## src/hw/tsr_pkg.sv

```systemverilog
`default_nettype none

package tsr_pkg;

    // Pointer values of the implemented registers.
    localparam logic [3:0] PTR_CAPABILITY  = 4'h0;
    localparam logic [3:0] PTR_CONFIG      = 4'h1;
    localparam logic [3:0] PTR_UPPER       = 4'h2;
    localparam logic [3:0] PTR_LOWER       = 4'h3;
    localparam logic [3:0] PTR_CRITICAL    = 4'h4;
    localparam logic [3:0] PTR_AMBIENT     = 4'h5;
    localparam logic [3:0] PTR_MAKER       = 4'h6;
    localparam logic [3:0] PTR_PART        = 4'h7;
    localparam logic [3:0] PTR_PART_ALT    = 4'h8;
    localparam logic [3:0] PTR_STEP_SIZE   = 4'h9;
    localparam logic [7:0] PTR_BYTE_LAST   = 8'h09;

    // Fixed capability fields.
    localparam logic       CAP_SHUTDOWN_EVENT_BEHAVIOUR = 1'b1;
    localparam logic       CAP_BUS_TIMEOUT_WINDOW       = 1'b1;
    localparam logic       CAP_RAISED_VOLTAGE_PIN       = 1'b1;
    localparam logic       CAP_NEGATIVE_RANGE           = 1'b1;
    localparam logic       CAP_ACCURACY                 = 1'b1;
    localparam logic       CAP_ALARM                    = 1'b1;

    // Configuration field positions and masks, and the limit write mask.
    localparam int         CFG_CRIT_LOCK_BIT   = 7;
    localparam int         CFG_WIN_LOCK_BIT    = 6;
    localparam int         CFG_INT_CLEAR_BIT   = 5;
    localparam int         CFG_EVENT_STAT_BIT  = 4;
    localparam logic [15:0] CFG_STORE_MASK     = 16'h07cf;
    localparam logic [15:0] CFG_LOCK_MASK      = 16'h00c0;
    localparam logic [15:0] LIMIT_WRITE_MASK   = 16'h1ffc;

    // Values after reset.
    localparam logic [15:0] CONFIG_RESET       = 16'h0000;
    localparam logic [15:0] LIMIT_RESET        = 16'h0000;
    localparam logic [1:0]  STEP_SIZE_RESET    = 2'h1;
    localparam logic [3:0]  PTR_RESET          = 4'h0;

    // Bus time-out timing.
    localparam int unsigned CLK_PERIOD_NS          = 4;
    localparam int unsigned BUS_TIMEOUT_MIN_MS     = 25;
    localparam int unsigned BUS_TIMEOUT_MAX_MS     = 35;
    localparam int unsigned BUS_TIMEOUT_ALT_MIN_MS = 10;
    localparam int unsigned BUS_TIMEOUT_ALT_MAX_MS = 60;
    localparam int unsigned BUS_TIMEOUT_CYCLES =
        (BUS_TIMEOUT_MIN_MS * 1000000 + CLK_PERIOD_NS - 1) / CLK_PERIOD_NS;
    localparam int          TIMEOUT_CNT_W          = 24;

    typedef enum logic [3:0] {
        TSR_WP_IDLE = 4'b0001,
        TSR_WP_PTR  = 4'b0010,
        TSR_WP_MSB  = 4'b0100,
        TSR_WP_LSB  = 4'b1000
    } tsr_wphase_t;

    // Byte-level requests from the serial engine.
    typedef struct packed {
        logic       start;
        logic       rnw;
        logic       wr_valid;
        logic [7:0] wr_byte;
        logic       rd_req;
    } tsr_req_t;

    // Answers to the serial engine.
    typedef struct packed {
        logic       ack_valid;
        logic       ack;
        logic       rd_valid;
        logic [7:0] rd_byte;
    } tsr_ans_t;

    typedef struct packed {
        logic [15:0] upper;
        logic [15:0] lower;
        logic [15:0] critical;
    } tsr_limits_t;

    typedef struct packed {
        tsr_wphase_t wphase;
        logic [3:0]  ptr;
        logic [7:0]  wr_msb;
        logic        rd_lsb;
        logic [15:0] config_r;
        tsr_limits_t limits;
        logic [1:0]  step_size;
        logic        int_clear;
        tsr_ans_t    ans;
    } tsr_bank_state_t;

    localparam tsr_bank_state_t TSR_BANK_RESET = '{
        wphase:    TSR_WP_IDLE,
        ptr:       PTR_RESET,
        wr_msb:    8'h00,
        rd_lsb:    1'b0,
        config_r:  CONFIG_RESET,
        limits:    '{upper: LIMIT_RESET, lower: LIMIT_RESET, critical: LIMIT_RESET},
        step_size: STEP_SIZE_RESET,
        int_clear: 1'b0,
        ans:       '{ack_valid: 1'b0, ack: 1'b0, rd_valid: 1'b0, rd_byte: 8'h00}
    };

    typedef struct packed {
        logic [TIMEOUT_CNT_W-1:0] count;
        logic                     scl_last;
        logic                     fire;
    } tsr_wdog_state_t;

    localparam tsr_wdog_state_t TSR_WDOG_RESET = '{
        count:    24'h000000,
        scl_last: 1'b1,
        fire:     1'b0
    };

endpackage : tsr_pkg

`default_nettype wire

```

## src/hw/tsr_bus_watchdog.sv

```systemverilog
`default_nettype none

module tsr_bus_watchdog
#(
    parameter logic [23:0] TIMEOUT_CYCLES = 24'd6250000
)
(
    // Clock and reset
    input  wire logic mclk_i,
    input  wire logic resetn_i,
    // Bus observation
    input  wire logic scl_i,
    input  wire logic busy_i,
    // Time-out event
    output logic      timeout_o
);
    import tsr_pkg::*;

    tsr_wdog_state_t s;
    tsr_wdog_state_t next_s;

    // Counting only inside a transaction keeps an idle, high bus from resetting itself.
    always_comb
    begin
        next_s          = s;
        next_s.fire     = 1'b0;
        next_s.scl_last = scl_i;
        if (!busy_i || scl_i != s.scl_last)
        begin
            next_s.count = '0;
        end
        else if (s.count == TIMEOUT_CYCLES - 24'd1)
        begin
            next_s.fire  = 1'b1;
            next_s.count = '0;
        end
        else
        begin
            next_s.count = s.count + 24'd1;
        end
    end

    always_ff @(posedge mclk_i or negedge resetn_i)
    begin
        if (!resetn_i)
            s <= TSR_WDOG_RESET;
        else
            s <= next_s;
    end

    assign timeout_o = s.fire;

endmodule : tsr_bus_watchdog

`default_nettype wire

```

## src/hw/tsr_register_bank.sv

```systemverilog
`default_nettype none

module tsr_register_bank
#(
    parameter int unsigned BUS_TIMEOUT_CYCLES = tsr_pkg::BUS_TIMEOUT_CYCLES,
    parameter logic [15:0] MAKER_CODE         = 16'h0a5a, // Arbitrary value.
    parameter logic [15:0] PART_CODE          = 16'h5a01, // Arbitrary value.
    parameter logic [15:0] PART_CODE_ALT      = 16'h5a02  // Arbitrary value.
)
(
    // Clock and reset
    input  wire logic               mclk_i,
    input  wire logic               resetn_i,
    // Serial engine byte port
    input  wire tsr_pkg::tsr_req_t  req_i,
    input  wire logic               bus_busy_i,
    input  wire logic               scl_i,
    output tsr_pkg::tsr_ans_t       ans_o,
    output logic                    serial_reset_o,
    // Conversion and event engine
    input  wire logic [15:0]        ambient_temperature_i,
    input  wire logic               event_stat_i,
    output logic [15:0]             config_o,
    output tsr_pkg::tsr_limits_t    limits_o,
    output logic [1:0]              step_size_o,
    output logic                    int_clear_o
);
    import tsr_pkg::*;

    tsr_bank_state_t s;
    tsr_bank_state_t next_s;
    logic            timeout;
    logic [15:0]     rd_word;
    // Word formed from the held high byte and the byte now arriving.
    logic [15:0]     wr_word;
    logic [7:0]      cap_low;

    // The watchdog resets only the byte state, never the register contents.
    tsr_bus_watchdog
    #(
        .TIMEOUT_CYCLES (BUS_TIMEOUT_CYCLES[23:0])
    )
    u_watchdog
    (
        .mclk_i    (mclk_i),
        .resetn_i  (resetn_i),
        .scl_i     (scl_i),
        .busy_i    (bus_busy_i),
        .timeout_o (timeout)
    );

    // The low byte is fixed at build time except for the step-size field, which follows
    // the live select so that software always sees the resolution actually in use.
    always_comb
    begin
        cap_low = {CAP_SHUTDOWN_EVENT_BEHAVIOUR,
                   CAP_BUS_TIMEOUT_WINDOW,
                   CAP_RAISED_VOLTAGE_PIN,
                   s.step_size,
                   CAP_NEGATIVE_RANGE,
                   CAP_ACCURACY,
                   CAP_ALARM};
    end

    // Read data selected by the held pointer.
    always_comb
    begin
        case (s.ptr)
            PTR_CAPABILITY: rd_word = {8'h00, cap_low};
            PTR_CONFIG:
            begin
                // The status bit is live rather than stored, so a read shows the current event.
                rd_word = s.config_r;
                rd_word[CFG_EVENT_STAT_BIT] = event_stat_i;
            end
            PTR_UPPER:      rd_word = s.limits.upper;
            PTR_LOWER:      rd_word = s.limits.lower;
            PTR_CRITICAL:   rd_word = s.limits.critical;
            PTR_AMBIENT:    rd_word = ambient_temperature_i;
            PTR_MAKER:      rd_word = MAKER_CODE;
            PTR_PART:       rd_word = PART_CODE;
            PTR_PART_ALT:   rd_word = PART_CODE_ALT;
            PTR_STEP_SIZE:  rd_word = {14'h0000, s.step_size};
            // Unreachable while the pointer check holds, but keeps the decode complete.
            default:        rd_word = 16'h0000;
        endcase
    end

    // One byte request is handled per cycle: start wins over a write byte, and a write
    // byte wins over a read request. Every answer is registered, so the serial engine
    // sees it exactly one cycle after its strobe.
    always_comb
    begin
        next_s           = s;
        next_s.ans       = '0;
        next_s.int_clear = 1'b0;
        wr_word          = {s.wr_msb, req_i.wr_byte};
        if (timeout)
        begin
            // A half-finished write is dropped; the pointer survives, so a later read
            // frame still lands on the last selected register.
            next_s.wphase = TSR_WP_IDLE;
            next_s.rd_lsb = 1'b0;
        end
        else if (req_i.start)
        begin
            // A read transaction carries no pointer and reuses the held one.
            next_s.wphase = req_i.rnw ? TSR_WP_IDLE : TSR_WP_PTR;
            next_s.rd_lsb = 1'b0;
        end
        else if (req_i.wr_valid)
        begin
            next_s.ans.ack_valid = 1'b1;
            case (s.wphase)
                TSR_WP_PTR:
                begin
                    // Bits 7:4 must be zero and the low nibble must name a register.
                    if (req_i.wr_byte <= PTR_BYTE_LAST)
                    begin
                        next_s.ptr     = req_i.wr_byte[3:0];
                        next_s.ans.ack = 1'b1;
                        next_s.wphase  = TSR_WP_MSB;
                    end
                    else
                    begin
                        // The old pointer stays; later data bytes of this frame are refused.
                        next_s.ans.ack = 1'b0;
                        next_s.wphase  = TSR_WP_IDLE;
                    end
                end
                TSR_WP_MSB:
                begin
                    // A frame that stops before the low byte commits nothing.
                    next_s.wr_msb  = req_i.wr_byte;
                    next_s.ans.ack = 1'b1;
                    next_s.wphase  = TSR_WP_LSB;
                end
                TSR_WP_LSB:
                begin
                    next_s.ans.ack = 1'b1;
                    next_s.wphase  = TSR_WP_IDLE;
                    case (s.ptr)
                        PTR_CONFIG:
                        begin
                            // Lock bits stay set until reset once written.
                            next_s.config_r  = (wr_word & CFG_STORE_MASK)
                                             | (s.config_r & CFG_LOCK_MASK);
                            next_s.int_clear = wr_word[CFG_INT_CLEAR_BIT];
                        end
                        PTR_UPPER:
                        begin
                            if (!s.config_r[CFG_WIN_LOCK_BIT])
                            begin
                                next_s.limits.upper = wr_word & LIMIT_WRITE_MASK;
                            end
                        end
                        PTR_LOWER:
                        begin
                            if (!s.config_r[CFG_WIN_LOCK_BIT])
                            begin
                                next_s.limits.lower = wr_word & LIMIT_WRITE_MASK;
                            end
                        end
                        PTR_CRITICAL:
                        begin
                            if (!s.config_r[CFG_CRIT_LOCK_BIT])
                            begin
                                next_s.limits.critical = wr_word & LIMIT_WRITE_MASK;
                            end
                        end
                        PTR_STEP_SIZE:
                        begin
                            // Only the two step bits exist; the rest of the word is ignored.
                            next_s.step_size = wr_word[1:0];
                        end
                        PTR_CAPABILITY, PTR_AMBIENT, PTR_MAKER, PTR_PART, PTR_PART_ALT:
                        begin
                            // Read-only words are acknowledged and discarded; a refusal here
                            // would abort the host's frame for no gain.
                            next_s.ptr = s.ptr;
                        end
                        default:
                        begin
                            next_s.ptr = s.ptr;
                        end
                    endcase
                end
                default:
                begin
                    // No sequential access: extra bytes are refused.
                    next_s.ans.ack = 1'b0;
                end
            endcase
        end
        else if (req_i.rd_req)
        begin
            // Reads alternate high and low byte; each start begins again at the high byte.
            next_s.ans.rd_valid = 1'b1;
            next_s.ans.rd_byte  = s.rd_lsb ? rd_word[7:0] : rd_word[15:8];
            next_s.rd_lsb       = ~s.rd_lsb;
        end
    end

    always_ff @(posedge mclk_i or negedge resetn_i)
    begin
        if (!resetn_i)
        begin
            s <= TSR_BANK_RESET;
        end
        else
        begin
            s <= next_s;
        end
    end

    // Every output is a register copy, so no input reaches a port in the same cycle.
    assign ans_o          = s.ans;
    assign serial_reset_o = timeout;
    assign config_o       = s.config_r;
    assign limits_o       = s.limits;
    assign step_size_o    = s.step_size;
    assign int_clear_o    = s.int_clear;

endmodule : tsr_register_bank

`default_nettype wire

```

## config.mk

```make
export PLATFORM = sky130hd
export DESIGN_NAME = tsr_register_bank
export DESIGN_NICKNAME = d
export VERILOG_FILES = /design/src/hw/tsr_pkg.sv /design/src/hw/tsr_bus_watchdog.sv /design/src/hw/tsr_register_bank.sv
export SDC_FILE = /design/constraint.sdc
export NUM_CORES = 1
export LEC_CHECK = 0
export CORE_ASPECT_RATIO = 1.5
export CORE_MARGIN = 5
export CORE_UTILIZATION = 55
export CTS_BUF_LIST = sky130_fd_sc_hd__clkbuf_2 sky130_fd_sc_hd__clkbuf_4 sky130_fd_sc_hd__clkbuf_8
export CTS_CLUSTER_DIAMETER = 120
export DETAILED_ROUTE_END_ITERATION = 7
export DONT_BUFFER_PORTS = 1
export PLACE_DENSITY = 0.68
export SYNTH_ARGS = -nofsm -noshare
export SYNTH_HDL_FRONTEND = slang
export SYNTH_HIERARCHICAL = 1
export SYNTH_SLANG_ARGS = --single-unit
```

## constraint.sdc

```tcl
create_clock -name mclk_i -period 2.6 [get_ports mclk_i]
set_input_delay 0.13 -clock mclk_i [delete_from_list [all_inputs] [get_ports mclk_i]]
set_output_delay 0.13 -clock mclk_i [all_outputs]
set_load 0.005 [all_outputs]
```

==> out/qor.csv <==
metric,value,unit
DRT Pass-1 Iters,4,
Rows,44,
ys flop type,dfrtp_1,
Buffers on Ports,0,
grt total ovfl,0,
Worst-path clk slew,100,ps
final core occ,56.4,%
R2R depth,6,
Seq cells post-synth,96,
Pins Over Slew Limit,0,
DRT Wirelength,12900,µm
Final Hold Fails,0,
R2R Path End,ans_o[5],
worst r2r src,s[88],
Slew @ Worst Pin,599,ps
H-tree depth reported by CTS,3,
mean post-synth cell area,10.7,µm²
TritonCTS clock tree,done,
Initial Utilization,56.4,%
Core Box Area,9740,µm²
setup violators final,0,
Final period util,93.6,%
Synth Instances,515,
antenna cells,0,
CTS Buf Count,9,
vias,3673,
Ports,112,
GRT Total Usage,21.4,%
synthesized cell area,5500,µm²
Layout Nets,512,
post-route ant nets,0,
highest clock rate,411,MHz
RePlAce Congestion,0.895,
Area growth syn-to-layout,-0.0228,%
PwrDens,492,nW/µm²
most frequent cell after synthesis,dfrtp_1,
Slew headroom,59.7,%
top cell type by total area after synthesis,dfrtp_1,
DRC,0,
width of the die,91.6,µm
hold endpoint,u_watchdog/timeout_o,
status,"complete, no violations",
clock latency on the worst-skew pair,370,ps
Crit Path Max Fanout,33,
Die Area,12100,µm²
final setup TNS,0,ps
Iter 0 DRT Violations,172,
worst path arrival time,2750,ps
Startpoint Class,register,
"Seq/Total Area, Yosys",43.8,%
Worst Setup End Kind,register,
"EDFF count, synth",0,
VDD IR-drop max,0.237,mV
Die Ht,132,µm
static leakage,2.40,nW
Root Driver,clkbuf_8,
Clock Skew,13.1,ps
Post-DP HPWL,9240,µm
vias per cell,6.14,
Hold Crit Class,input pin to register,
initial antenna violation count,0,
Max Cap Viol,0,
WS Path Type,register to register,
deepest clock path buffer count,2,
vias in the first global route,3598,
share of synthesized registers carrying an async set or reset,100,%
R2R Setup Slk,170,ps
share of the synthesized area in the top cell type,42.3,%
post-layout minimum cycle time,2430,ps
Commonest cells post-synth,"dfrtp_1 (93), buf_4 (79), mux2_2 (29)",
fill count,854,
share of cells above drive strength 1,20.3,%
RSZ-0062 raised after global routing,false,
HP Start,scl_i,
CTS Sinks,96,
synth warn,6,
drt wl/cell,21.6,µm
WHS Path Cells,3,
setup bufs post-CTS,0,
first-pass GRT wire length,20100,µm
Synth cell types,65,
ranking of synthesized cells by area,"dfrtp_1 (42%), buf_4 (11%), mux2_4 (6.8%)",
largest net degree at the start of global routing,97,
CP required,2910,ps
==> layout by cell type (no fill, tap or decap), drive strengths merged, types with 3 or more instances in the layout <==
| cell type | netlist | final |
|---|---|---|
| nor2 | 27 | 27 |
| dlygate4sd3 | 0 | 18 |
| dfrtp | 93 | 93 |
| o2111ai | 3 | 3 |
| a221oi | 3 | 3 |
| nand4 | 12 | 12 |
| inv | 16 | 17 |
| nand2b | 7 | 7 |
| nor4 | 4 | 4 |
| o31ai | 7 | 7 |
| or3 | 7 | 7 |
| nor2b | 5 | 5 |
| xnor2 | 11 | 11 |
| nand3b | 5 | 5 |
| or4 | 12 | 12 |
| dfstp | 3 | 3 |
| a21o | 4 | 4 |
| and3 | 3 | 3 |
| o21ai | 17 | 17 |
| o211ai | 3 | 3 |
| xor2 | 3 | 3 |
| mux2 | 54 | 54 |
| a21oi | 19 | 19 |
| a2bb2oi | 3 | 3 |
| conb | 1 | 22 |
| a22oi | 5 | 5 |
| mux2i | 8 | 8 |
| and2 | 3 | 3 |
| a211oi | 7 | 7 |
| nand3 | 12 | 12 |
| buf | 87 | 11 |
| nor3 | 11 | 11 |
| nand2 | 20 | 20 |
| clkbuf | 11 | 12 |
==> how the worst max path moves through the flow <==
stage | from | end | cells past startpoint
after floorplan | u_watchdog/s[2] | u_watchdog/s[22] | 6
after global placement | s[92] | s[82] | 3
after detailed placement | s[94] | s[82] | 3
after CTS | s[88] | ans_o[5] | 6
after global routing | s[88] | ans_o[5] | 6
final | s[88] | ans_o[5] | 6
==> timing repair <==
| item | 4_1_cts | 5_1_grt |
|---|---|---|
| endpoints found under the setup margin | 0 | 0 |
| endpoints found under the hold margin | 141 | 0 |
| resized for setup | 0 | 0 |
| hold buffers | 19 | 0 |
==> cell type report <==
| type | count | area, µm² | area share [%] |
|---|---|---|---|
| Multi-Input combinational cell | 326 | 2420 | 44.1 |
| Inverter | 16 | 60.1 | 1.09 |
| Sequential cell | 96 | 2410 | 43.8 |
| Clock buffer | 12 | 153 | 2.78 |
| Timing Repair Buffer | 29 | 283 | 5.14 |
| Tap cell | 115 | 144 | 2.62 |
| Clock inverter | 4 | 28.8 | 0.523 |
==> per-layer routing <==
metal  wire length (µm)  track usage, %
met3                682            5.23
met5                  0               0
met2               6830            36.9
met1               4950            24.7
met4                444            9.90
==> sequential cells by signal, summed over array words and instances (netlist names) <==
register              flops
u_watchdog/s             25
step_size_o               2
s                        14
u_watchdog/timeout_o      1
int_clear_o               1
limits_o                 33
ans_o                    11
config_o                  9
==> power by group <==
group	internal [mW]	leakage [nW]	switching, mW
clock network	0.398	0.0898	0.528
registers	1.51	1.32	0.0257
logic	0.0917	0.991	0.150
total	2.00	2.40	0.704
==> logic make-up after synthesis <==
group / after synthesis / share of synthesized area (%)
AO/OA/AOI/OAI: 89 / 11.0
flip-flops: 96 / 43.8
adder cells (fa/ha/maj): 1 / 0.227
AND/OR/NAND/NOR: 138 / 14.8
buffers and inverters: 114 / 13.7
XOR/XNOR: 14 / 2.23
other: 1 / 0.0682
multiplexers: 62 / 14.2
==> critical path: stages (launching register included) <==
cell	delay (ps)
dfrtp_1	350
buf_4	320
nor2b_1	510
a22o_1	270
nand2_1	70
a311oi_1	260
dlygate4sd3_1	580
==> per-stage QoR <==
step	hold WS, ps	cells	setup slack [ps]	power, mW	area, µm²
after floorplan	-166	536	601	1.73	5580
after global placement	-162	563	455	1.74	5110
after detailed placement	-162	563	449	1.74	5110
after CTS	10.2	598	239	2.73	5500
after global routing	16.9	598	72.0	2.83	5500
final	24.4	598	166	2.71	5500
(Power assumes the default switching activity.)
